===== config.mk =====
export PLATFORM = sky130hd
export DESIGN_NAME = fgd_flash_ctrl
export DESIGN_NICKNAME = d
export VERILOG_FILES = /design/src/rtl/fgd_unlock.v /design/src/rtl/fgd_flash_ctrl.v
export VERILOG_INCLUDE_DIRS = /design/src /design/src/include
export SDC_FILE = /design/constraint.sdc
export NUM_CORES = 1
export LEC_CHECK = 0
export BUFFER_PORTS_ARGS = -buffer_cell sky130_fd_sc_hd__buf_2
export CAP_MARGIN = 20
export CORE_ASPECT_RATIO = 1.25
export CORE_UTILIZATION = 49
export CTS_CLUSTER_DIAMETER = 50
export DETAILED_ROUTE_END_ITERATION = 16
export GPL_TIMING_DRIVEN = 0
export PLACE_DENSITY = 0.87
export SLEW_MARGIN = 25
export SYNTH_ARGS = -nofsm -noshare
export SYNTH_HDL_FRONTEND = slang
export SYNTH_HIERARCHICAL = 1
export SYNTH_SLANG_ARGS = --single-unit

===== constraint.sdc =====
create_clock -name MCLK -period 2.8 [get_ports MCLK]
set_clock_uncertainty 0.15 [all_clocks]
set_input_delay 0.56 -clock MCLK [delete_from_list [all_inputs] [get_ports MCLK]]
set_output_delay 0.56 -clock MCLK [all_outputs]
set_load 0.02 [all_outputs]

===== src/include/fgd_defines.vh =====
`ifndef FGD_DEFINES_VH
`define FGD_DEFINES_VH

// ==========================================================
// Register byte offsets
`define FGD_OFS_CTRL    8'h00
`define FGD_OFS_KEY     8'h04
`define FGD_OFS_GUARD   8'h08
`define FGD_OFS_ADDR    8'h0c
`define FGD_OFS_IRQ_ST  8'h10
`define FGD_OFS_IRQ_MSK 8'h14

// ==========================================================
// Control register fields
`define FGD_CTRL_GO     15
`define FGD_CTRL_ARM    14
`define FGD_CTRL_FAIL   13
`define FGD_CTRL_LOW    12
`define FGD_CTRL_OP_HI  3
`define FGD_CTRL_OP_LO  0
`define FGD_OP_NOP      4'h0

// ==========================================================
// Boot page guard fields
`define FGD_GRD_UNLATCH 15
`define FGD_GRD_P2      10
`define FGD_GRD_P1      9
`define FGD_GRD_P0      8
`define FGD_GRD_RESET   3'h7

// ==========================================================
// Guarded physical address windows, inclusive
`define FGD_P2_LO 32'h1fc00000
`define FGD_P2_HI 32'h1fc007ff
`define FGD_P1_LO 32'h1fc00800
`define FGD_P1_HI 32'h1fc00fff
`define FGD_P0_LO 32'h1fc01000
`define FGD_P0_HI 32'h1fc017ff

// ==========================================================
// Interrupt status and mask bits
`define FGD_IRQ_DONE 0
`define FGD_IRQ_FAIL 1
`define FGD_IRQ_LOW  2
`define FGD_IRQ_W    3

`endif


===== src/rtl/fgd_unlock.v =====
`timescale 1ns/1ps
`include "fgd_defines.vh"

module fgd_unlock
#(
  parameter [31:0] KEY_FIRST  = 32'h0000a5a5,
  parameter [31:0] KEY_SECOND = 32'h00005a5a
)
(
  input  wire        clk,
  input  wire        rst,
  input  wire        key_wr,
  input  wire [31:0] key_data,
  input  wire        consume,
  output wire        unlocked
);

// ==========================================================
// Sequence states
localparam [2:0] S_LOCK = 3'h1;
localparam [2:0] S_HALF = 3'h2;
localparam [2:0] S_OPEN = 3'h4;

reg [2:0] state;

assign unlocked = state[2];

// ==========================================================
// Two back-to-back key writes open one protected write
always @(posedge clk)
begin
  if (rst)
    state <= S_LOCK;
  else
  begin
    case (state)
      S_LOCK:
        if (key_wr && key_data == KEY_FIRST)
          state <= S_HALF;
      S_HALF:
        if (key_wr && key_data == KEY_SECOND)
          state <= S_OPEN;
        else if (key_wr || consume)
          state <= S_LOCK;
      S_OPEN:
        // Any later write closes it, so a stray key cannot reopen
        if (key_wr || consume)
          state <= S_LOCK;
      default:
        state <= S_LOCK;
    endcase
  end
end

endmodule // fgd_unlock


===== src/rtl/fgd_flash_ctrl.v =====
// Our own choices: the Avalon-MM interface to the registers and the placing of the registers.
`timescale 1ns/1ps
`include "fgd_defines.vh"

// Function
// (RQ1) Go sets only with arm high right after unlock; writing 0 ignored.
// (RQ2) Go starts the operation, reads 1 while running, 0 when done.
// (RQ3) Arm high: go writable, op code frozen; arm low: the reverse.
// (RQ4) Fail flag set when program or erase fails, else untouched.
// (RQ5) Low-supply flag set when supply sags during an operation.
// (RQ6) Both flags clear only by starting op code 0000.
// (RQ7) Go, arm and both flags reset only by power-on reset.
// (RQ8) Bit 11 kept 0 by software; unused bits read 0.
// (RQ9) Guard register writes need the key unlock sequence first.
// (RQ10) Page guard bits writable only while unlatch bit is 1.
// (RQ11) Unlatch bit clear-only; any reset sets it back to 1.
// (RQ12) Page 2 guard blocks writes to 1fc00000..1fc007ff.
// (RQ13) Page 1 guard blocks writes to 1fc00800..1fc00fff.
// (RQ14) Page 0 guard blocks writes to 1fc01000..1fc017ff.
// (RQ15) Go stays set all operation, clears as flags are final.
module fgd_flash_ctrl
#(
  parameter [31:0] KEY_FIRST  = 32'h0000a5a5,
  parameter [31:0] KEY_SECOND = 32'h00005a5a
)
(
  input  wire        MCLK,
  input  wire        RST,
  input  wire        POR,
  input  wire [7:0]  AVS_ADDRESS,
  input  wire        AVS_READ,
  input  wire        AVS_WRITE,
  input  wire [3:0]  AVS_BYTEENABLE,
  input  wire [31:0] AVS_WRITEDATA,
  output reg  [31:0] AVS_READDATA,
  output wire        AVS_WAITREQUEST,
  output reg         FLASH_START,
  output reg  [3:0]  FLASH_OP,
  output reg  [31:0] FLASH_ADDR,
  input  wire        FLASH_DONE,
  input  wire        FLASH_FAIL,
  input  wire        LOW_SUPPLY,
  output wire        IRQ
);

// ==========================================================
// Sequencer states
localparam [2:0] ST_IDLE = 3'h1;
localparam [2:0] ST_RUN  = 3'h2;
localparam [2:0] ST_END  = 3'h4;

// ==========================================================
// Storage
reg                 ack;
reg                 go;
reg                 arm;
reg                 fail;
reg                 low;
reg  [3:0]          op;
reg                 unlatch;
reg  [2:0]          pages;
reg  [31:0]         faddr;
reg  [2:0]          state;
reg                 blocked;
reg  [`FGD_IRQ_W-1:0] irq_st;
reg  [`FGD_IRQ_W-1:0] irq_msk;
reg  [`FGD_IRQ_W-1:0] irq_rd;
reg  [`FGD_IRQ_W-1:0] events;
reg  [31:0]         next_rdata;

wire                req;
wire                wr_acc;
wire                rd_acc;
wire                wr_ctrl;
wire                wr_key;
wire                wr_guard;
wire                wr_addr;
wire                wr_msk;
wire                unlocked;
wire                go_req;
wire                hit;
wire                any_reset;

// ==========================================================
// Helpers
function in_page;
  input [31:0] a;
  input [31:0] lo;
  input [31:0] hi;
  begin
    in_page = (a >= lo) && (a <= hi);
  end
endfunction

function sel;
  input [7:0] a;
  input [7:0] ofs;
  begin
    sel = (a == ofs);
  end
endfunction

// ==========================================================
// Avalon slave: one wait cycle, answer on second edge
assign req             = AVS_READ | AVS_WRITE;
assign AVS_WAITREQUEST = req & ~ack;
assign wr_acc          = AVS_WRITE & ack;
assign rd_acc          = AVS_READ & ack;
assign wr_ctrl         = wr_acc & sel(AVS_ADDRESS, `FGD_OFS_CTRL);
assign wr_key          = wr_acc & sel(AVS_ADDRESS, `FGD_OFS_KEY);
assign wr_guard        = wr_acc & sel(AVS_ADDRESS, `FGD_OFS_GUARD);
assign wr_addr         = wr_acc & sel(AVS_ADDRESS, `FGD_OFS_ADDR);
assign wr_msk          = wr_acc & sel(AVS_ADDRESS, `FGD_OFS_IRQ_MSK);
assign any_reset       = RST | POR;

always @(posedge MCLK)
begin
  if (any_reset)
    ack <= 1'b0;
  else
    ack <= req & ~ack;
end

// Read data is latched on the first edge and stands at the second
always @*
begin
  next_rdata = 32'h00000000;
  if (sel(AVS_ADDRESS, `FGD_OFS_CTRL))
  begin
    next_rdata[`FGD_CTRL_GO]   = go;                           // RQ2
    next_rdata[`FGD_CTRL_ARM]  = arm;
    next_rdata[`FGD_CTRL_FAIL] = fail;
    next_rdata[`FGD_CTRL_LOW]  = low;
    next_rdata[`FGD_CTRL_OP_HI:`FGD_CTRL_OP_LO] = op;          // RQ8
  end
  else if (sel(AVS_ADDRESS, `FGD_OFS_GUARD))
  begin
    next_rdata[`FGD_GRD_UNLATCH] = unlatch;
    next_rdata[`FGD_GRD_P2]      = pages[2];
    next_rdata[`FGD_GRD_P1]      = pages[1];
    next_rdata[`FGD_GRD_P0]      = pages[0];
  end
  else if (sel(AVS_ADDRESS, `FGD_OFS_ADDR))
    next_rdata = faddr;
  else if (sel(AVS_ADDRESS, `FGD_OFS_IRQ_ST))
    next_rdata[`FGD_IRQ_W-1:0] = irq_st;
  else if (sel(AVS_ADDRESS, `FGD_OFS_IRQ_MSK))
    next_rdata[`FGD_IRQ_W-1:0] = irq_msk;
end

always @(posedge MCLK)
begin
  if (any_reset)
  begin
    AVS_READDATA <= 32'h00000000;
    irq_rd       <= {`FGD_IRQ_W{1'b0}};
  end
  else if (AVS_READ && !ack)
  begin
    AVS_READDATA <= next_rdata;
    // Only the bits actually returned are cleared later
    if (sel(AVS_ADDRESS, `FGD_OFS_IRQ_ST))
      irq_rd <= irq_st;
    else
      irq_rd <= {`FGD_IRQ_W{1'b0}};
  end
end

// ==========================================================
// Unlock sequence; any other accepted write uses it up
fgd_unlock
#(
  .KEY_FIRST  (KEY_FIRST),
  .KEY_SECOND (KEY_SECOND)
)
u_unlock
(
  .clk      (MCLK),
  .rst      (any_reset),
  .key_wr   (wr_key),
  .key_data (AVS_WRITEDATA),
  .consume  (wr_acc & ~wr_key),
  .unlocked (unlocked)
);

// ==========================================================
// Control register and sequencer
assign go_req = wr_ctrl & AVS_BYTEENABLE[1]
              & AVS_WRITEDATA[`FGD_CTRL_GO]
              & arm & unlocked & ~go;                          // RQ1

// Address protection is judged at start, on the latched address
assign hit = (pages[2] & in_page(faddr, `FGD_P2_LO, `FGD_P2_HI)) // RQ12
           | (pages[1] & in_page(faddr, `FGD_P1_LO, `FGD_P1_HI)) // RQ13
           | (pages[0] & in_page(faddr, `FGD_P0_LO, `FGD_P0_HI)); // RQ14

// Other resets leave this group alone so errors survive a crash
always @(posedge MCLK)
begin
  if (POR)                                                     // RQ7
  begin
    go      <= 1'b0;
    arm     <= 1'b0;
    fail    <= 1'b0;
    low     <= 1'b0;
    op      <= `FGD_OP_NOP;
    state   <= ST_IDLE;
    blocked <= 1'b0;
  end
  else
  begin
    if (wr_ctrl && AVS_BYTEENABLE[1])
      arm <= AVS_WRITEDATA[`FGD_CTRL_ARM];
    if (wr_ctrl && AVS_BYTEENABLE[0] && !arm && !go)           // RQ3
      op <= AVS_WRITEDATA[`FGD_CTRL_OP_HI:`FGD_CTRL_OP_LO];
    case (state)
      ST_IDLE:
        if (go_req)
        begin
          go <= 1'b1;                                          // RQ2
          if (op == `FGD_OP_NOP || hit)
          begin
            blocked <= hit && op != `FGD_OP_NOP;
            state   <= ST_END;
          end
          else
            state <= ST_RUN;
        end
      ST_RUN:
      begin
        if (LOW_SUPPLY)
          low <= 1'b1;                                         // RQ5
        if (FLASH_DONE)
        begin
          go <= 1'b0;                                          // RQ15
          if (FLASH_FAIL)
            fail <= 1'b1;                                      // RQ4
          state <= ST_IDLE;
        end
      end
      ST_END:
      begin
        go <= 1'b0;                                            // RQ15
        if (blocked)
          fail <= 1'b1;
        else
        begin
          fail <= 1'b0;                                        // RQ6
          low  <= 1'b0;                                        // RQ6
        end
        blocked <= 1'b0;
        state   <= ST_IDLE;
      end
      default:
      begin
        go    <= 1'b0;
        state <= ST_IDLE;
      end
    endcase
  end
end

// ==========================================================
// Flash array side
always @(posedge MCLK)
begin
  if (any_reset)
  begin
    FLASH_START <= 1'b0;
    FLASH_OP    <= `FGD_OP_NOP;
    FLASH_ADDR  <= 32'h00000000;
  end
  else
  begin
    FLASH_START <= state[0] & go_req & (op != `FGD_OP_NOP) & ~hit;
    if (state[0] && go_req)
    begin
      FLASH_OP   <= op;
      FLASH_ADDR <= faddr;
    end
  end
end

// Target address is frozen while an operation runs
always @(posedge MCLK)
begin
  if (any_reset)
    faddr <= 32'h00000000;
  else if (wr_addr && !go)
    faddr <= AVS_WRITEDATA;
end

// ==========================================================
// Boot page guard
always @(posedge MCLK)
begin
  if (any_reset)
  begin
    unlatch <= 1'b1;                                           // RQ11
    pages   <= `FGD_GRD_RESET;
  end
  else if (wr_guard && unlocked && AVS_BYTEENABLE[1])          // RQ9
  begin
    if (!AVS_WRITEDATA[`FGD_GRD_UNLATCH])
      unlatch <= 1'b0;                                         // RQ11
    if (unlatch)                                               // RQ10
    begin
      pages[2] <= AVS_WRITEDATA[`FGD_GRD_P2];
      pages[1] <= AVS_WRITEDATA[`FGD_GRD_P1];
      pages[0] <= AVS_WRITEDATA[`FGD_GRD_P0];
    end
  end
end

// ==========================================================
// Interrupts: new events win over the read clear
always @*
begin
  events = {`FGD_IRQ_W{1'b0}};
  events[`FGD_IRQ_DONE] = (state[1] & FLASH_DONE) | state[2];
  events[`FGD_IRQ_FAIL] = (state[1] & FLASH_DONE & FLASH_FAIL)
                        | (state[2] & blocked);
  events[`FGD_IRQ_LOW]  = state[1] & LOW_SUPPLY & ~low;
end

always @(posedge MCLK)
begin
  if (any_reset)
  begin
    irq_st  <= {`FGD_IRQ_W{1'b0}};
    irq_msk <= {`FGD_IRQ_W{1'b0}};
  end
  else
  begin
    if (rd_acc && sel(AVS_ADDRESS, `FGD_OFS_IRQ_ST))
      irq_st <= (irq_st & ~irq_rd) | events;
    else
      irq_st <= irq_st | events;
    if (wr_msk && AVS_BYTEENABLE[0])
      irq_msk <= AVS_WRITEDATA[`FGD_IRQ_W-1:0];
  end
end

assign IRQ = |(irq_st & irq_msk);

endmodule // fgd_flash_ctrl


==> flow_metrics.tcl <==
set metrics [dict create \
    async_reset_ff_share_pct 0 \
    yosys_register_bits 130 \
    grt_start_max_net_pins 17 \
    avgSynthCellArea_um2 8.569 \
    antenna_found_initial 1 \
    place_hpwl_um 11200 \
    path_clk_slew_ns 0.06 \
    dp.cells 892 \
    initial_core_util_pct 50.99 \
    drc 0 \
    critical_path.max_fanout 10 \
    multiInputGateArea_um2 2655 \
    p_int_mw 3.533 \
    maxSlewHeadroom_pct 48.45 \
    routed_wl_um 16190 \
    power_frac_comb_pct 4.0 \
    regArea_um2 2603 \
    rsz0062_at_grt "no" \
    hold_buffers 0 \
    die_area_um2 11640 \
    cts.sinks 130 \
    area_delta_synth_final_pct 25.85 \
    yosys.cell_types.count 53 \
    power_density_nw_per_um2 646.1 \
    start_kind "input pin" \
    crit_chain "buf_2, nor4_1, nand2_1, nor2_1, clkbuf_1, a22oi_1, nor2_1" \
    synth_top_flop_cell "dfxtp_1" \
    peakVddDrop_v 0.0003805 \
    cts_buffers 17 \
    routed-via-count 5358 \
    syn_inst 641 \
    hp-class "in -> reg" \
    crit_path_end_kind "flop" \
    finalHoldViolations 0 \
    p_seq_share_pct 41.6 \
    swShare_pct 20.91 \
    layout_commonest_cell "nand2_1" \
    synth_fp_nets 693 \
    path_delay_family "simple AND/OR/NAND/NOR gates" \
    root_buffer "clkbuf_16" \
    grt_pass1_vias 5025 \
    clkPwrFrac_pct 54.5 \
    worstMarginPinSlew_ns 0.7733 \
    drtPass1Iterations 6 \
    wl_per_cell_um 17.52 \
    first_iter_violations 513 \
    final_cells 924 \
    via_per_inst 5.799 \
    slowest_delay_ns 0.66 \
    setup_viol 0 \
    whs_ns 0.2590 \
    yosysWarnings 6 \
    cp_data_arrival_time_ns 2.96 \
    grt_overflow 0 \
    grt_usage_pct 27.91 \
    critPathKind "in -> reg" \
    pin_count 123 \
    nets 830 \
    gp_congestion 0.9903 \
    cpMostUsedCell "nor2_1" \
    cts_buffer_depth 2 \
    finalCriticalPeriod_ns 2.767 \
    r2r_slack_ns 0.19 \
    clock_latency_ns 0.42 \
    layout-drive-gt1-share_pct 29.46 \
    postRouteAntennaNets 0 \
    die_x_um 96.70 \
    worst_ep_required_time_ns 3.00 \
    cpMaxStageDelayCell "nor4_1" \
    port-buffer-count 119 \
    fillers 862 \
    rows 42 \
    cts_setup_buffers 0 \
    htree_levels 4 \
    finalMaxSlewViolations 0 \
    fmax_mhz 361.4 \
    die_h_um 120.4 \
    synth-edff-count 0 \
    placeableCoreArea_um2 10770 \
    synth_area_um2 5493 \
    netSwitchingPower_uw 933.7 \
    grt_pass1_wl_um 25670 \
    p_leak_nw 2.527 \
    critPathBufInv 2 \
    final_cell_mix "nand2_1 (135), dfxtp_1 (130), buf_2 (124), nor2_1 (66), a21oi_1 (52)" \
    status "completed" \
    cts_tree "done" \
    timing.final.crit_share_pct 98.82 \
    maxCapViolCount 0 \
    ys_seq_area_share_pct 47.38 \
]
power groups by stage:
stage	logic [mW]	clock network (mW)	registers, mW
3_3_place_gp	0.168	0	1.89
5_1_grt	0.187	2.52	1.86
3_5_place_dp	0.170	0	1.89
4_1_cts	0.174	2.43	1.85
2_1_floorplan	0.0759	0	1.90
6_report	0.176	2.43	1.86
registers in the layout, indices dropped and copies added (netlist names), 3 cells and up:
signal          cells
irq_msk             3
irq_st              3
irq_rd              3
FLASH_OP            4
pages               3
state               3
u_unlock/state      3
faddr              32
op                  4
FLASH_ADDR         32
AVS_READDATA       32
final timing paths:
path | from | end | cells after the start
max reg2reg | ack | u_unlock/state[0] | 7
min reg2reg | FLASH_ADDR[28] | FLASH_ADDR[28] | 2
min | AVS_WRITEDATA[18] | faddr[18] | 3
max | AVS_ADDRESS[4] | AVS_READDATA[5] | 7
final cells by class:
type	instances	area share [%]
diodes	1	0.03620
plain buffers	39	3.131
clock buffers	23	6.769
clock inverters	9	2.570
inverters	8	0.4344
multi-input cells	463	38.41
flip-flops and latches	130	37.65
well taps	132	2.389
repair buffers	119	8.615
cells in the mapped netlist (2+ instances only):
master / number / area share (%)
o21ai_0: 14 / 1.3
nand2_1: 135 / 9.2
nand4_1: 7 / 0.80
nand2b_1: 2 / 0.23
and3_1: 2 / 0.23
dfxtp_1: 130 / 47
or4_4: 2 / 0.41
buf_1: 2 / 0.14
nor2b_1: 5 / 0.57
nor4_2: 3 / 0.68
clkbuf_1: 28 / 1.9
a32oi_1: 4 / 0.64
mux2_2: 2 / 0.41
buf_12: 3 / 1.1
buf_2: 5 / 0.46
a22oi_1: 29 / 4.0
nor4_4: 2 / 0.77
a21oi_2: 30 / 4.8
a31oi_1: 2 / 0.23
or3_1: 3 / 0.34
nor3_1: 12 / 1.1
buf_6: 2 / 0.41
nand2_2: 27 / 3.1
inv_1: 7 / 0.48
mux2i_1: 15 / 2.7
nand3_1: 7 / 0.64
nor4_1: 9 / 1.0
nor2_1: 66 / 4.5
a21oi_1: 52 / 4.7
a222oi_1: 4 / 0.73
nor4bb_1: 7 / 1.3
and2_1: 2 / 0.23
stage by stage:
step / worst slack (ns) / utilization (%) / cell area (µm²) / total power [mW] / TNS [ns]
2_1_floorplan: 0.01663 / - / 5499 / 1.973 / 0
3_3_place_gp: -0.4903 / 58.11 / 6260 / 2.063 / -1.648
3_5_place_dp: -0.4535 / 58.11 / 6260 / 2.065 / -2.373
4_1_cts: 0.04022 / 64.18 / 6914 / 4.458 / 0
5_1_grt: 0.001271 / 64.17 / 6913 / 4.562 / 0
6_report: 0.03314 / 64.17 / 6913 / 4.466 / 0
kinds of logic (layout without fill, tap and decap cells):
| logic type | count (synthesis) | in the layout | synth area share [%] |
|---|---|---|---|
| compound gates | 142 | 142 | 17.40 |
| buf+inv | 48 | 198 | 4.556 |
| flops | 130 | 130 | 47.38 |
| mux | 17 | 17 | 3.143 |
| other cells | 0 | 1 | 0 |
| simple gates | 304 | 304 | 27.52 |
metal layers:
| layer | routed length (µm) | part of all wire [%] | vias up | track usage [%] |
|---|---|---|---|---|
| met5 | 0 | 0 | - | 0 |
| met1 | 6178 | 38 | 2452 | 32.49 |
| met3 | 1555 | 9.6 | 62 | 8.497 |
| met2 | 7885 | 49 | 337 | 46.65 |
| met4 | 567 | 3.5 | 0 | 13.62 |
| li1 | - | - | 2507 | - |
worst register-to-register path: stages (launching register included):
cell,delay [ns]
dfxtp_1,0.51
nand2_1,0.21
nor4_4,0.39
nor4b_2,0.26
nand4_1,0.23
o31ai_1,0.30
a211oi_1,0.10
or3_1,0.34
timing repair:
action	CTS	global route
setup endpoints to repair	1	1
resized for setup	1	0
pin swaps	0	2
Power figures use the tool's default switching activity.
